<file path="config.mk">
export PLATFORM = sky130hd
export DESIGN_NAME = rx_sequencer_exit_routing
export DESIGN_NICKNAME = d
export VERILOG_FILES = /design/src/design/seq_exit_pkg.sv /design/src/design/rx_sequencer_exit_routing.sv /design/src/design/seq_next_state.sv
export VERILOG_INCLUDE_DIRS = /design/src /design/src/design
export SDC_FILE = /design/constraint.sdc
export NUM_CORES = 1
export LEC_CHECK = 0
export BUFFER_PORTS_ARGS = -buffer_cell sky130_fd_sc_hd__clkbuf_2
export CORE_UTILIZATION = 32
export CTS_BUF_LIST = sky130_fd_sc_hd__clkbuf_16
export DETAILED_ROUTE_END_ITERATION = 6
export PLACE_DENSITY = 0.61
export SLEW_MARGIN = 25
export SYNTH_ARGS = -nofsm -noshare
export SYNTH_HDL_FRONTEND = slang
export SYNTH_SLANG_ARGS = --single-unit
export TNS_END_PERCENT = 5
</file>
<file path="constraint.sdc">
create_clock -name CLK_IN -period 2 [get_ports CLK_IN]
set_input_delay 0.3 -clock CLK_IN [delete_from_list [all_inputs] [get_ports CLK_IN]]
set_output_delay 0.3 -clock CLK_IN [all_outputs]
set_load 0.01 [all_outputs]
</file>
<file path="src/design/seq_exit_consts.svh">
// Register map, field positions and reset values of the sequencer exit block
`ifndef SEQ_EXIT_CONSTS_SVH
`define SEQ_EXIT_CONSTS_SVH

// Bus geometry
`define ADDR_W          12
`define DATA_W          32
`define RESP_OKAY       2'h0
`define RESP_SLVERR     2'h2

// Register indices; byte address is four times the index
`define RX_CFG_INDEX    10'h037
`define CTRL_INDEX      10'h040
`define STATUS_INDEX    10'h041
`define RX_CFG_ADDR     ({`RX_CFG_INDEX, 2'h0})
`define CTRL_ADDR       ({`CTRL_INDEX, 2'h0})
`define STATUS_ADDR     ({`STATUS_INDEX, 2'h0})

// Exit configuration fields
`define RX_SEL_HI       7
`define RX_SEL_LO       5
`define TO_SEL_HI       4
`define TO_SEL_LO       3
`define PKT_SEL_HI      2
`define PKT_SEL_LO      0
`define RX_CFG_RESET    8'h00

// Control register bits
`define LAUNCH_BIT      0
`define STOP_BIT        1
`define LP_SEL_BIT      2
`define IDLE_SLEEP_BIT  3
`define CTRL_RESET      2'h0

// Status register bits
`define STATE_HI        2
`define STATE_LO        0
`define TIMEOUT_BIT     3

`endif

</file>
<file path="src/design/seq_exit_pkg.sv">
// Types shared by the sequencer exit block
package seq_exit_pkg;

  // Sequencer states, Gray along halted-idle-receive-packet path
  typedef enum logic [2:0] {
    HALTED      = 3'h0,
    IDLE        = 3'h1,
    RECEIVE     = 3'h3,
    PACKET_DONE = 3'h2,
    FREQ_SYNTH  = 3'h6,
    TRANSMIT    = 3'h7,
    RELAUNCH    = 3'h5
  } seq_state_t;

  // Exit choices out of Receive
  typedef enum logic [2:0] {
    RX_UNUSED_LO      = 3'h0,
    RX_PKT_ON_PAYLOAD = 3'h1,
    RX_LP_ON_PAYLOAD  = 3'h2,
    RX_PKT_ON_CRC     = 3'h3,
    RX_HALT_ON_LEVEL  = 3'h4,
    RX_HALT_ON_SYNC   = 3'h5,
    RX_HALT_ON_PREAMB = 3'h6,
    RX_UNUSED_HI      = 3'h7
  } rx_exit_t;

  // Exit choices on a receive timeout
  typedef enum logic [1:0] {
    TO_RELAUNCH = 2'h0,
    TO_TRANSMIT = 2'h1,
    TO_LOW_PWR  = 2'h2,
    TO_HALT     = 2'h3
  } timeout_exit_t;

  // Exit choices out of the packet-done state
  typedef enum logic [2:0] {
    PKT_HALT      = 3'h0,
    PKT_TX_ON_FE  = 3'h1,
    PKT_LOW_PWR   = 3'h2,
    PKT_RX_VIA_FS = 3'h3,
    PKT_RX_DIRECT = 3'h4
  } pkt_exit_t;

endpackage : seq_exit_pkg

</file>
<file path="src/design/rx_sequencer_exit_routing.sv">
// Sequencer exit routing from Receive and packet-done, with AXI4-Lite registers
// Functional notes
// - Bits 7-5 choose the Receive exit.
// - Code 001: payload complete goes to packet-done.
// - Code 010: payload complete goes to low power.
// - Code 011: CRC pass goes to packet-done.
// - Code 100: signal level halts the sequencer.
// - Code 101: sync match halts the sequencer.
// - Code 110: preamble found halts the sequencer.
// - Bits 4-3 route timeouts, and payload under 011.
// - Timeout code 00 relaunches the receiver.
// - Timeout 01 transmit, 10 low power, 11 halt.
// - Any of three wait timeouts is a timeout.
// - Bits 2-0, reset zero, choose packet-done exit.
// - Code 000 halts straight from packet-done.
// - Code 001 transmits once the FIFO empties.
// - Code 010 goes to the low-power target.
// - Code 011 reenters Receive, via frequency synthesis if the frequency changed.
// - Code 100 reenters Receive with no change.
// - Low-power target: halted if 0, idle if 1.
//
// Decided for this implementation: the AXI4-Lite slave port.
`timescale 1ns/1ps
`default_nettype none
`include "seq_exit_consts.svh"

module rx_sequencer_exit_routing (
  // Clock and reset
  input  wire logic                   CLK_IN,
  input  wire logic                   NRST_IN,
  // AXI4-Lite write address
  input  wire logic [`ADDR_W-1:0]     AWADDR_IN,
  input  wire logic                   AWVALID_IN,
  output logic                        AWREADY_OUT,
  // AXI4-Lite write data
  input  wire logic [`DATA_W-1:0]     WDATA_IN,
  input  wire logic [3:0]             WSTRB_IN,
  input  wire logic                   WVALID_IN,
  output logic                        WREADY_OUT,
  // AXI4-Lite write response
  output logic [1:0]                  BRESP_OUT,
  output logic                        BVALID_OUT,
  input  wire logic                   BREADY_IN,
  // AXI4-Lite read address
  input  wire logic [`ADDR_W-1:0]     ARADDR_IN,
  input  wire logic                   ARVALID_IN,
  output logic                        ARREADY_OUT,
  // AXI4-Lite read data
  output logic [`DATA_W-1:0]          RDATA_OUT,
  output logic [1:0]                  RRESP_OUT,
  output logic                        RVALID_OUT,
  input  wire logic                   RREADY_IN,
  // Packet engine events
  input  wire logic                   PAYLOAD_COMPLETE_FLAG_IN,
  input  wire logic                   CRC_PASS_FLAG_IN,
  input  wire logic                   SIGNAL_LEVEL_FLAG_IN,
  input  wire logic                   SYNC_MATCH_FLAG_IN,
  input  wire logic                   PREAMBLE_FOUND_FLAG_IN,
  input  wire logic                   SIGNAL_WAIT_TIMEOUT_IN,
  input  wire logic                   PREAMBLE_WAIT_TIMEOUT_IN,
  input  wire logic                   SYNC_WAIT_TIMEOUT_IN,
  input  wire logic                   FIFO_EMPTY_FLAG_IN,
  input  wire logic                   FREQ_CHANGED_IN,
  // Sequencer state
  output logic [2:0]                  STATE_OUT,
  output logic                        IDLE_SLEEP_OUT
);

  // Register bits
  logic [7:0]                 rx_cfg;
  logic [1:0]                 lp_cfg;
  logic                       timeout_seen;
  seq_exit_pkg::seq_state_t   state;
  seq_exit_pkg::seq_state_t   next_state;

  // Bus holding state
  logic [`ADDR_W-1:0]         aw_addr;
  logic                       aw_held;
  logic [`DATA_W-1:0]         w_data;
  logic [3:0]                 w_strb;
  logic                       w_held;
  logic                       bvalid;
  logic [1:0]                 bresp;
  logic                       rvalid;
  logic [1:0]                 rresp;
  logic [`DATA_W-1:0]         rdata;

  // Configuration fields as types
  seq_exit_pkg::rx_exit_t      rx_sel;
  seq_exit_pkg::timeout_exit_t to_sel;
  seq_exit_pkg::pkt_exit_t     pkt_sel;
  logic                        lp_sel;
  logic                        idle_chip_select;

  assign rx_sel  = seq_exit_pkg::rx_exit_t'(rx_cfg[`RX_SEL_HI:`RX_SEL_LO]);
  assign to_sel  = seq_exit_pkg::timeout_exit_t'(rx_cfg[`TO_SEL_HI:`TO_SEL_LO]);
  assign pkt_sel = seq_exit_pkg::pkt_exit_t'(rx_cfg[`PKT_SEL_HI:`PKT_SEL_LO]);
  assign lp_sel           = lp_cfg[0];
  assign idle_chip_select = lp_cfg[1];

  // Receive timeout is any one of the wait timeouts
  logic receive_timeout_event;
  assign receive_timeout_event = SIGNAL_WAIT_TIMEOUT_IN | PREAMBLE_WAIT_TIMEOUT_IN |
                                 SYNC_WAIT_TIMEOUT_IN;

  // Handshake readiness
  assign AWREADY_OUT = !aw_held && !bvalid;
  assign WREADY_OUT  = !w_held && !bvalid;
  assign ARREADY_OUT = !rvalid;

  // Write decode, performed once both halves are held
  logic wr_do;
  logic wr_lane0;
  logic sel_w_cfg;
  logic sel_w_ctrl;
  logic sel_w_stat;
  logic wr_mapped;
  assign wr_do      = aw_held && w_held && !bvalid;
  assign wr_lane0   = w_strb[0];
  assign sel_w_cfg  = (aw_addr == `RX_CFG_ADDR);
  assign sel_w_ctrl = (aw_addr == `CTRL_ADDR);
  assign sel_w_stat = (aw_addr == `STATUS_ADDR);
  assign wr_mapped  = sel_w_cfg || sel_w_ctrl || sel_w_stat;

  // Write and command strobes from configuration, control and status writes
  logic launch_cmd;
  logic stop_cmd;
  logic cfg_we;
  logic ctrl_we;
  logic seen_clr;
  assign ctrl_we    = wr_do && sel_w_ctrl && wr_lane0;
  assign cfg_we     = wr_do && sel_w_cfg && wr_lane0;
  assign launch_cmd = ctrl_we && w_data[`LAUNCH_BIT];
  assign stop_cmd   = ctrl_we && w_data[`STOP_BIT];
  assign seen_clr   = wr_do && sel_w_stat && wr_lane0 && w_data[`TIMEOUT_BIT];

  // Read decode
  logic ar_take;
  logic sel_r_cfg;
  logic sel_r_ctrl;
  logic sel_r_stat;
  logic [`DATA_W-1:0] rd_word;
  assign ar_take    = ARVALID_IN && !rvalid;
  assign sel_r_cfg  = (ARADDR_IN == `RX_CFG_ADDR);
  assign sel_r_ctrl = (ARADDR_IN == `CTRL_ADDR);
  assign sel_r_stat = (ARADDR_IN == `STATUS_ADDR);
  assign rd_word = sel_r_cfg  ? {24'h0000_00, rx_cfg} :
                   sel_r_ctrl ? {28'h000_0000, idle_chip_select, lp_sel, 2'h0} :
                   sel_r_stat ? {28'h000_0000, timeout_seen, state} :
                                32'h0000_0000;

  // Write address capture
  always_ff @(posedge CLK_IN or negedge NRST_IN) begin
    if (!NRST_IN) begin
      aw_held <= 1'b0;
      aw_addr <= '0;
    end else if (AWVALID_IN && AWREADY_OUT) begin
      aw_held <= 1'b1;
      aw_addr <= AWADDR_IN;
    end else if (wr_do) begin
      aw_held <= 1'b0;
    end
  end

  // Write data capture
  always_ff @(posedge CLK_IN or negedge NRST_IN) begin
    if (!NRST_IN) begin
      w_held <= 1'b0;
      w_data <= '0;
      w_strb <= '0;
    end else if (WVALID_IN && WREADY_OUT) begin
      w_held <= 1'b1;
      w_data <= WDATA_IN;
      w_strb <= WSTRB_IN;
    end else if (wr_do) begin
      w_held <= 1'b0;
    end
  end

  // Write response
  always_ff @(posedge CLK_IN or negedge NRST_IN) begin
    if (!NRST_IN) begin
      bvalid <= 1'b0;
      bresp  <= `RESP_OKAY;
    end else if (wr_do) begin
      bvalid <= 1'b1;
      bresp  <= wr_mapped ? `RESP_OKAY : `RESP_SLVERR;
    end else if (BREADY_IN) begin
      bvalid <= 1'b0;
    end
  end

  // Read response
  always_ff @(posedge CLK_IN or negedge NRST_IN) begin
    if (!NRST_IN) begin
      rvalid <= 1'b0;
      rresp  <= `RESP_OKAY;
      rdata  <= '0;
    end else if (ar_take) begin
      rvalid <= 1'b1;
      rresp  <= (sel_r_cfg || sel_r_ctrl || sel_r_stat) ? `RESP_OKAY : `RESP_SLVERR;
      rdata  <= rd_word;
    end else if (RREADY_IN) begin
      rvalid <= 1'b0;
    end
  end

  // Exit configuration register
  always_ff @(posedge CLK_IN or negedge NRST_IN) begin
    if (!NRST_IN) begin
      rx_cfg <= `RX_CFG_RESET;
    end else if (cfg_we) begin
      rx_cfg <= w_data[`RX_SEL_HI:`PKT_SEL_LO];
    end
  end

  // Low-power selection bits of the control register
  always_ff @(posedge CLK_IN or negedge NRST_IN) begin
    if (!NRST_IN) begin
      lp_cfg <= `CTRL_RESET;
    end else if (ctrl_we) begin
      lp_cfg <= {w_data[`IDLE_SLEEP_BIT], w_data[`LP_SEL_BIT]};
    end
  end

  // Sticky timeout flag, a new timeout beats the clear
  always_ff @(posedge CLK_IN or negedge NRST_IN) begin
    if (!NRST_IN) begin
      timeout_seen <= 1'b0;
    end else if (receive_timeout_event) begin
      timeout_seen <= 1'b1;
    end else if (seen_clr) begin
      timeout_seen <= 1'b0;
    end
  end

  // Next-state selection
  seq_next_state u_next (
    .state_in        (state),
    .rx_sel_in       (rx_sel),
    .to_sel_in       (to_sel),
    .pkt_sel_in      (pkt_sel),
    .lp_sel_in       (lp_sel),
    .launch_in       (launch_cmd),
    .stop_in         (stop_cmd),
    .payload_in      (PAYLOAD_COMPLETE_FLAG_IN),
    .crc_in          (CRC_PASS_FLAG_IN),
    .level_in        (SIGNAL_LEVEL_FLAG_IN),
    .sync_in         (SYNC_MATCH_FLAG_IN),
    .preamble_in     (PREAMBLE_FOUND_FLAG_IN),
    .timeout_in      (receive_timeout_event),
    .fifo_empty_in   (FIFO_EMPTY_FLAG_IN),
    .freq_changed_in (FREQ_CHANGED_IN),
    .next_state_out  (next_state)
  );

  // Sequencer state register, sleep indication registered beside it
  logic idle_sleep;
  logic next_idle_sleep;
  assign next_idle_sleep = (next_state == seq_exit_pkg::IDLE) &&
                           (ctrl_we ? w_data[`IDLE_SLEEP_BIT] : idle_chip_select);
  always_ff @(posedge CLK_IN or negedge NRST_IN) begin
    if (!NRST_IN) begin
      state      <= seq_exit_pkg::HALTED;
      idle_sleep <= 1'b0;
    end else begin
      state      <= next_state;
      idle_sleep <= next_idle_sleep;
    end
  end

  // Outputs
  assign BVALID_OUT     = bvalid;
  assign BRESP_OUT      = bresp;
  assign RVALID_OUT     = rvalid;
  assign RRESP_OUT      = rresp;
  assign RDATA_OUT      = rdata;
  assign STATE_OUT      = state;
  assign IDLE_SLEEP_OUT = idle_sleep;

  logic in_rx;
  logic in_pkt;
  logic rx_unused;
  assign in_rx     = (state == seq_exit_pkg::RECEIVE) && !stop_cmd;
  assign in_pkt    = (state == seq_exit_pkg::PACKET_DONE) && !stop_cmd;
  assign rx_unused = (rx_sel == seq_exit_pkg::RX_UNUSED_LO) ||
                     (rx_sel == seq_exit_pkg::RX_UNUSED_HI);
endmodule : rx_sequencer_exit_routing

`default_nettype wire

</file>
<file path="src/design/seq_next_state.sv">
// Next-state selection of the sequencer
`timescale 1ns/1ps
`default_nettype none

module seq_next_state (
  // Present state and configuration
  input  wire seq_exit_pkg::seq_state_t    state_in,
  input  wire seq_exit_pkg::rx_exit_t      rx_sel_in,
  input  wire seq_exit_pkg::timeout_exit_t to_sel_in,
  input  wire seq_exit_pkg::pkt_exit_t     pkt_sel_in,
  input  wire logic                        lp_sel_in,
  // Commands
  input  wire logic                        launch_in,
  input  wire logic                        stop_in,
  // Events
  input  wire logic                        payload_in,
  input  wire logic                        crc_in,
  input  wire logic                        level_in,
  input  wire logic                        sync_in,
  input  wire logic                        preamble_in,
  input  wire logic                        timeout_in,
  input  wire logic                        fifo_empty_in,
  input  wire logic                        freq_changed_in,
  // Result
  output seq_exit_pkg::seq_state_t         next_state_out
);

  seq_exit_pkg::seq_state_t lp_state;
  seq_exit_pkg::seq_state_t to_state;
  seq_exit_pkg::seq_state_t rx_dest;
  seq_exit_pkg::seq_state_t pkt_dest;
  logic                     rx_hit;

  // Low-power target and timeout destination
  assign lp_state = lp_sel_in ? seq_exit_pkg::IDLE : seq_exit_pkg::HALTED;
  assign to_state = (to_sel_in == seq_exit_pkg::TO_RELAUNCH) ? seq_exit_pkg::RELAUNCH :
                    (to_sel_in == seq_exit_pkg::TO_TRANSMIT) ? seq_exit_pkg::TRANSMIT :
                    (to_sel_in == seq_exit_pkg::TO_LOW_PWR)  ? lp_state :
                                                               seq_exit_pkg::HALTED;

  // Event exit out of Receive
  always_comb begin
    rx_hit  = 1'b0;
    rx_dest = seq_exit_pkg::RECEIVE;
    case (rx_sel_in)
      seq_exit_pkg::RX_PKT_ON_PAYLOAD: begin
        rx_hit  = payload_in;
        rx_dest = seq_exit_pkg::PACKET_DONE;
      end
      seq_exit_pkg::RX_LP_ON_PAYLOAD: begin
        rx_hit  = payload_in;
        rx_dest = lp_state;
      end
      seq_exit_pkg::RX_PKT_ON_CRC: begin
        rx_hit  = crc_in | payload_in;
        rx_dest = crc_in ? seq_exit_pkg::PACKET_DONE : to_state;
      end
      seq_exit_pkg::RX_HALT_ON_LEVEL: begin
        rx_hit  = level_in;
        rx_dest = seq_exit_pkg::HALTED;
      end
      seq_exit_pkg::RX_HALT_ON_SYNC: begin
        rx_hit  = sync_in;
        rx_dest = seq_exit_pkg::HALTED;
      end
      seq_exit_pkg::RX_HALT_ON_PREAMB: begin
        rx_hit  = preamble_in;
        rx_dest = seq_exit_pkg::HALTED;
      end
      default: begin
        rx_hit  = 1'b0;
        rx_dest = seq_exit_pkg::RECEIVE;
      end
    endcase
  end

  // Exit out of the packet-done state
  always_comb begin
    case (pkt_sel_in)
      seq_exit_pkg::PKT_HALT:      pkt_dest = seq_exit_pkg::HALTED;
      seq_exit_pkg::PKT_TX_ON_FE:  pkt_dest = fifo_empty_in ? seq_exit_pkg::TRANSMIT :
                                              seq_exit_pkg::PACKET_DONE;
      seq_exit_pkg::PKT_LOW_PWR:   pkt_dest = lp_state;
      seq_exit_pkg::PKT_RX_VIA_FS: pkt_dest = freq_changed_in ? seq_exit_pkg::FREQ_SYNTH :
                                              seq_exit_pkg::RECEIVE;
      seq_exit_pkg::PKT_RX_DIRECT: pkt_dest = seq_exit_pkg::RECEIVE;
      default:                     pkt_dest = seq_exit_pkg::PACKET_DONE;
    endcase
  end

  // State selection, stop has top priority
  always_comb begin
    next_state_out = state_in;
    if (stop_in) begin
      next_state_out = seq_exit_pkg::HALTED;
    end else begin
      case (state_in)
        seq_exit_pkg::HALTED,
        seq_exit_pkg::IDLE: begin
          if (launch_in) begin
            next_state_out = seq_exit_pkg::RECEIVE;
          end
        end
        seq_exit_pkg::RECEIVE: begin
          if (rx_hit) begin
            next_state_out = rx_dest;
          end else if (timeout_in) begin
            next_state_out = to_state;
          end
        end
        seq_exit_pkg::PACKET_DONE: next_state_out = pkt_dest;
        seq_exit_pkg::FREQ_SYNTH:  next_state_out = seq_exit_pkg::RECEIVE;
        seq_exit_pkg::RELAUNCH:    next_state_out = seq_exit_pkg::RECEIVE;
        seq_exit_pkg::TRANSMIT:    next_state_out = seq_exit_pkg::TRANSMIT;
        default:                   next_state_out = seq_exit_pkg::HALTED;
      endcase
    end
  end

endmodule : seq_next_state

`default_nettype wire

</file>
==> impl_metrics.csv <==
group,metric,value,unit
yosys,netlist_area,2620,µm²
placed_design,io_buffers,68,
routing,post_drt_wl_per_cell,12.7,µm
sta,period_needed,1.91,ns
yosys,netlist_instances,237,
die,die_w,92.5,µm
global_route,grt_start_max_net_pins,51,
sta,fin_crit_sh,0.953,
yosys,ys_seq_area_frac,0.478,
layout,diodes,0,
placed_design,dp_hpwl,3.96,mm
global_route,antenna_found_initial,0,
layout,final_area,3170,µm²
worst_setup_path,cp-start-kind,"register",
die,io_pins,122,
run,cap_violations,0,
routing,antenna_left,0,
routing,remaining_drc_errors,0,
yosys,synth_xor_area_frac,0,
clock_tree,cts.sink_count,50,
layout,syn_to_final_growth,21.2,%
yosys,synth_simple_gate_area_frac,0.154,
yosys,synth_edf_count,0,
yosys,synth.most_common_cell,"dfrtp_1",
sta,fin_setup_tns,0,ns
power,totalPowerFinal,3080,µW
routing,drt_iter0_drc,76,
clock_tree,clock_latency,0.29,ns
yosys,yosys-top-cells-count,"dfrtp_1, buf_4, mux2_2",
global_route,grt_first_pass_wirelength,8.95,mm
yosys,ys_async_sr_fraction,1.00,
worst_setup_path,crit_type,"reg2reg",
worst_setup_path,worstPathMaxFanout,8,
worst_setup_path,critical_path_required,2.17,ns
yosys,synth_ff_type,"dfrtp_1",
sta,whs,-0.00601,ns
yosys,synth.top_cell.area_share,0.478,
yosys,synth.distinct_cells,46,
sta,hold_viol_final,15,
clock_tree,cts_max_path_buffers,2,
clock_tree,cts_inserted_buffers,5,
sta,skew,0.00738,ns
layout,nFillCells,799,
yosys,synth_top_family_by_area,"multiplexers",
sta,slew_viol_final,0,
routing,vias,1952,
layout,layout-drive-gt1-share,0.385,
sta,max_freq,0.524,GHz
power,p_leak,0.00155,µW
yosys,synthMuxAreaShare,0.165,
routing,totalWireLength,5.26,mm
outcome,violations,"negative hold slack",
die,core_area,7810,µm²
worst_setup_path,end_kind,"register",
yosys,ys_seq_elements,50,
yosys,synth_warnings,0,
routing,detail_route.vias_per_cell,4.71,
die,die_h,92.5,µm
layout,stdcell_count,414,
die,initial_utilization,0.335,
yosys,yosys.area.top_type,"dfrtp_1",
clock_tree,cts_tree,"done",
yosys,avgSynthCellArea,11.0,µm²
worst_setup_path,reg2regPathDepth,5,
outcome,run_status,"finished, violations left",
clock_tree,cts-root-buf,"clkbuf_16",
power,vdd_ir_drop_max,0.523,mV
yosys,synth_area_leaders,"dfrtp_1, mux2_2, buf_4, mux2_4, nand2_1",
worst_hold_path,hp-class,"in2async",
die,dieArea,8550,µm²
die,rows,32,
global_route,grt_usage,0.131,
clock_tree,path_clk_slew,0.07,ns
placed_design,dp_cells,405,
worst_setup_path,worst_r2r_endpoint,"rx_cfg[7]",
routing,dr.pass1.iters,4,
yosys,synth_compound_gate_area_share,0.104,
yosys,synthAdderAreaFrac,0,
worst_setup_path,reg2reg_from,"aw_addr[9]",
placed_design,place_area,3010,µm²
layout,fin_nets,388,
worst_setup_path,reg2reg_slack,0.09,ns
power,powerDensity,970,nW/µm²
clock_tree,h-tree-depth,2,
placed_design,gp_congestion,0.753,
sta,setup-violations-final,0,
global_route,grt_pass1_vias,1889,
global_route,gr-total-overflow,0,
worst_setup_path,worst-endpoint-arrival,2.08,ns
==> cell type report <==
cell class / instances / area, µm² / area share
clock inverters: 3 / 21.3 / 0.00670
well taps: 102 / 128 / 0.0402
multi-input cells: 172 / 1210 / 0.381
flip-flops and latches: 50 / 1250 / 0.394
clock buffers: 5 / 125 / 0.0394
inverters: 6 / 22.5 / 0.00710
repair buffers: 76 / 417 / 0.131
==> state kept, by name, indices dropped and copies added (netlist names) <==
| register | flops |
|---|---|
| rx_cfg | 8 |
| w_data | 8 |
| w_strb | 1 |
| RRESP_OUT | 1 |
| w_held | 1 |
| timeout_seen | 1 |
| STATE_OUT | 3 |
| RVALID_OUT | 1 |
| BVALID_OUT | 1 |
| aw_addr | 12 |
| BRESP_OUT | 1 |
| RDATA_OUT | 8 |
| IDLE_SLEEP_OUT | 1 |
| aw_held | 1 |
| lp_cfg | 2 |
==> cell families after synthesis <==
logic type      count (synthesis)
simple gates                   68
flops                          50
compound gates                 42
buf+inv                        40
mux                            36
other cells                     1
==> critical path: stages, from the launching register on <==
cell	delay (ns)
dfrtp_1	0.41
nor4_4	0.31
nand4_2	0.19
or3_4	0.43
buf_6	0.16
mux2_4	0.29
==> routing by layer <==
metal  global-route usage  share of wire  vias up
li1                     -              -      946
met2                0.215           0.46       80
met1                0.171           0.46      922
met3               0.0345          0.072        4
met4               0.0313         0.0087        0
met5                    0              0        -
==> worst max-delay path by stage <==
stage / startpoint / endpoint / slack (ns) / depth (start not counted)
5_1_grt: aw_addr[9] / rx_cfg[2] / -0.005 / 5
3_3_place_gp: aw_addr[1] / rx_cfg[5] / 0.07 / 5
6_report: aw_addr[9] / rx_cfg[7] / 0.09 / 5
4_1_cts: aw_addr[1] / rx_cfg[7] / 0.04 / 5
2_1_floorplan: BVALID_OUT / rx_cfg[0] / 0.18 / 5
3_5_place_dp: aw_addr[1] / rx_cfg[3] / 0.06 / 5
==> cell usage in the layout (no fill, tap or decap), drive strengths merged, types with 4 or more instances in the layout <==
| cell type | Yosys | routed |
|---|---|---|
| nand2b | 7 | 7 |
| dfrtp | 50 | 50 |
| mux2 | 33 | 33 |
| nor3 | 4 | 4 |
| a22oi | 4 | 4 |
| buf | 29 | 8 |
| o21ai | 14 | 14 |
| conb | 1 | 26 |
| nor4 | 4 | 4 |
| a21oi | 7 | 7 |
| nand2 | 22 | 22 |
| nor2 | 9 | 9 |
| inv | 6 | 8 |
| clkbuf | 5 | 73 |
==> power by group <==
group	internal [µW]	switching [µW]	leakage (µW)	total (µW)
logic	409	335	0.000836	744
clock network	466	380	0.0000756	846
registers	1280	205	0.000634	1490
total	2160	920	0.00155	3080
==> per-stage QoR <==
stage,util,setup WS (ns)
2_1_floorplan,-,0.179
3_3_place_gp,0.386,0.0746
3_5_place_dp,0.386,0.0586
4_1_cts,0.404,0.0414
5_1_grt,0.406,-0.00474
6_report,0.406,0.0934
==> repair_timing <==
action | in CTS | in global routing
endpoints found under the hold margin | 0 | 0
buffers inserted | 0 | 1
hold buffers | 0 | 0
setup endpoints to repair | 0 | 8
resized for setup | 0 | 2
Power figures use the tool's default switching activity.
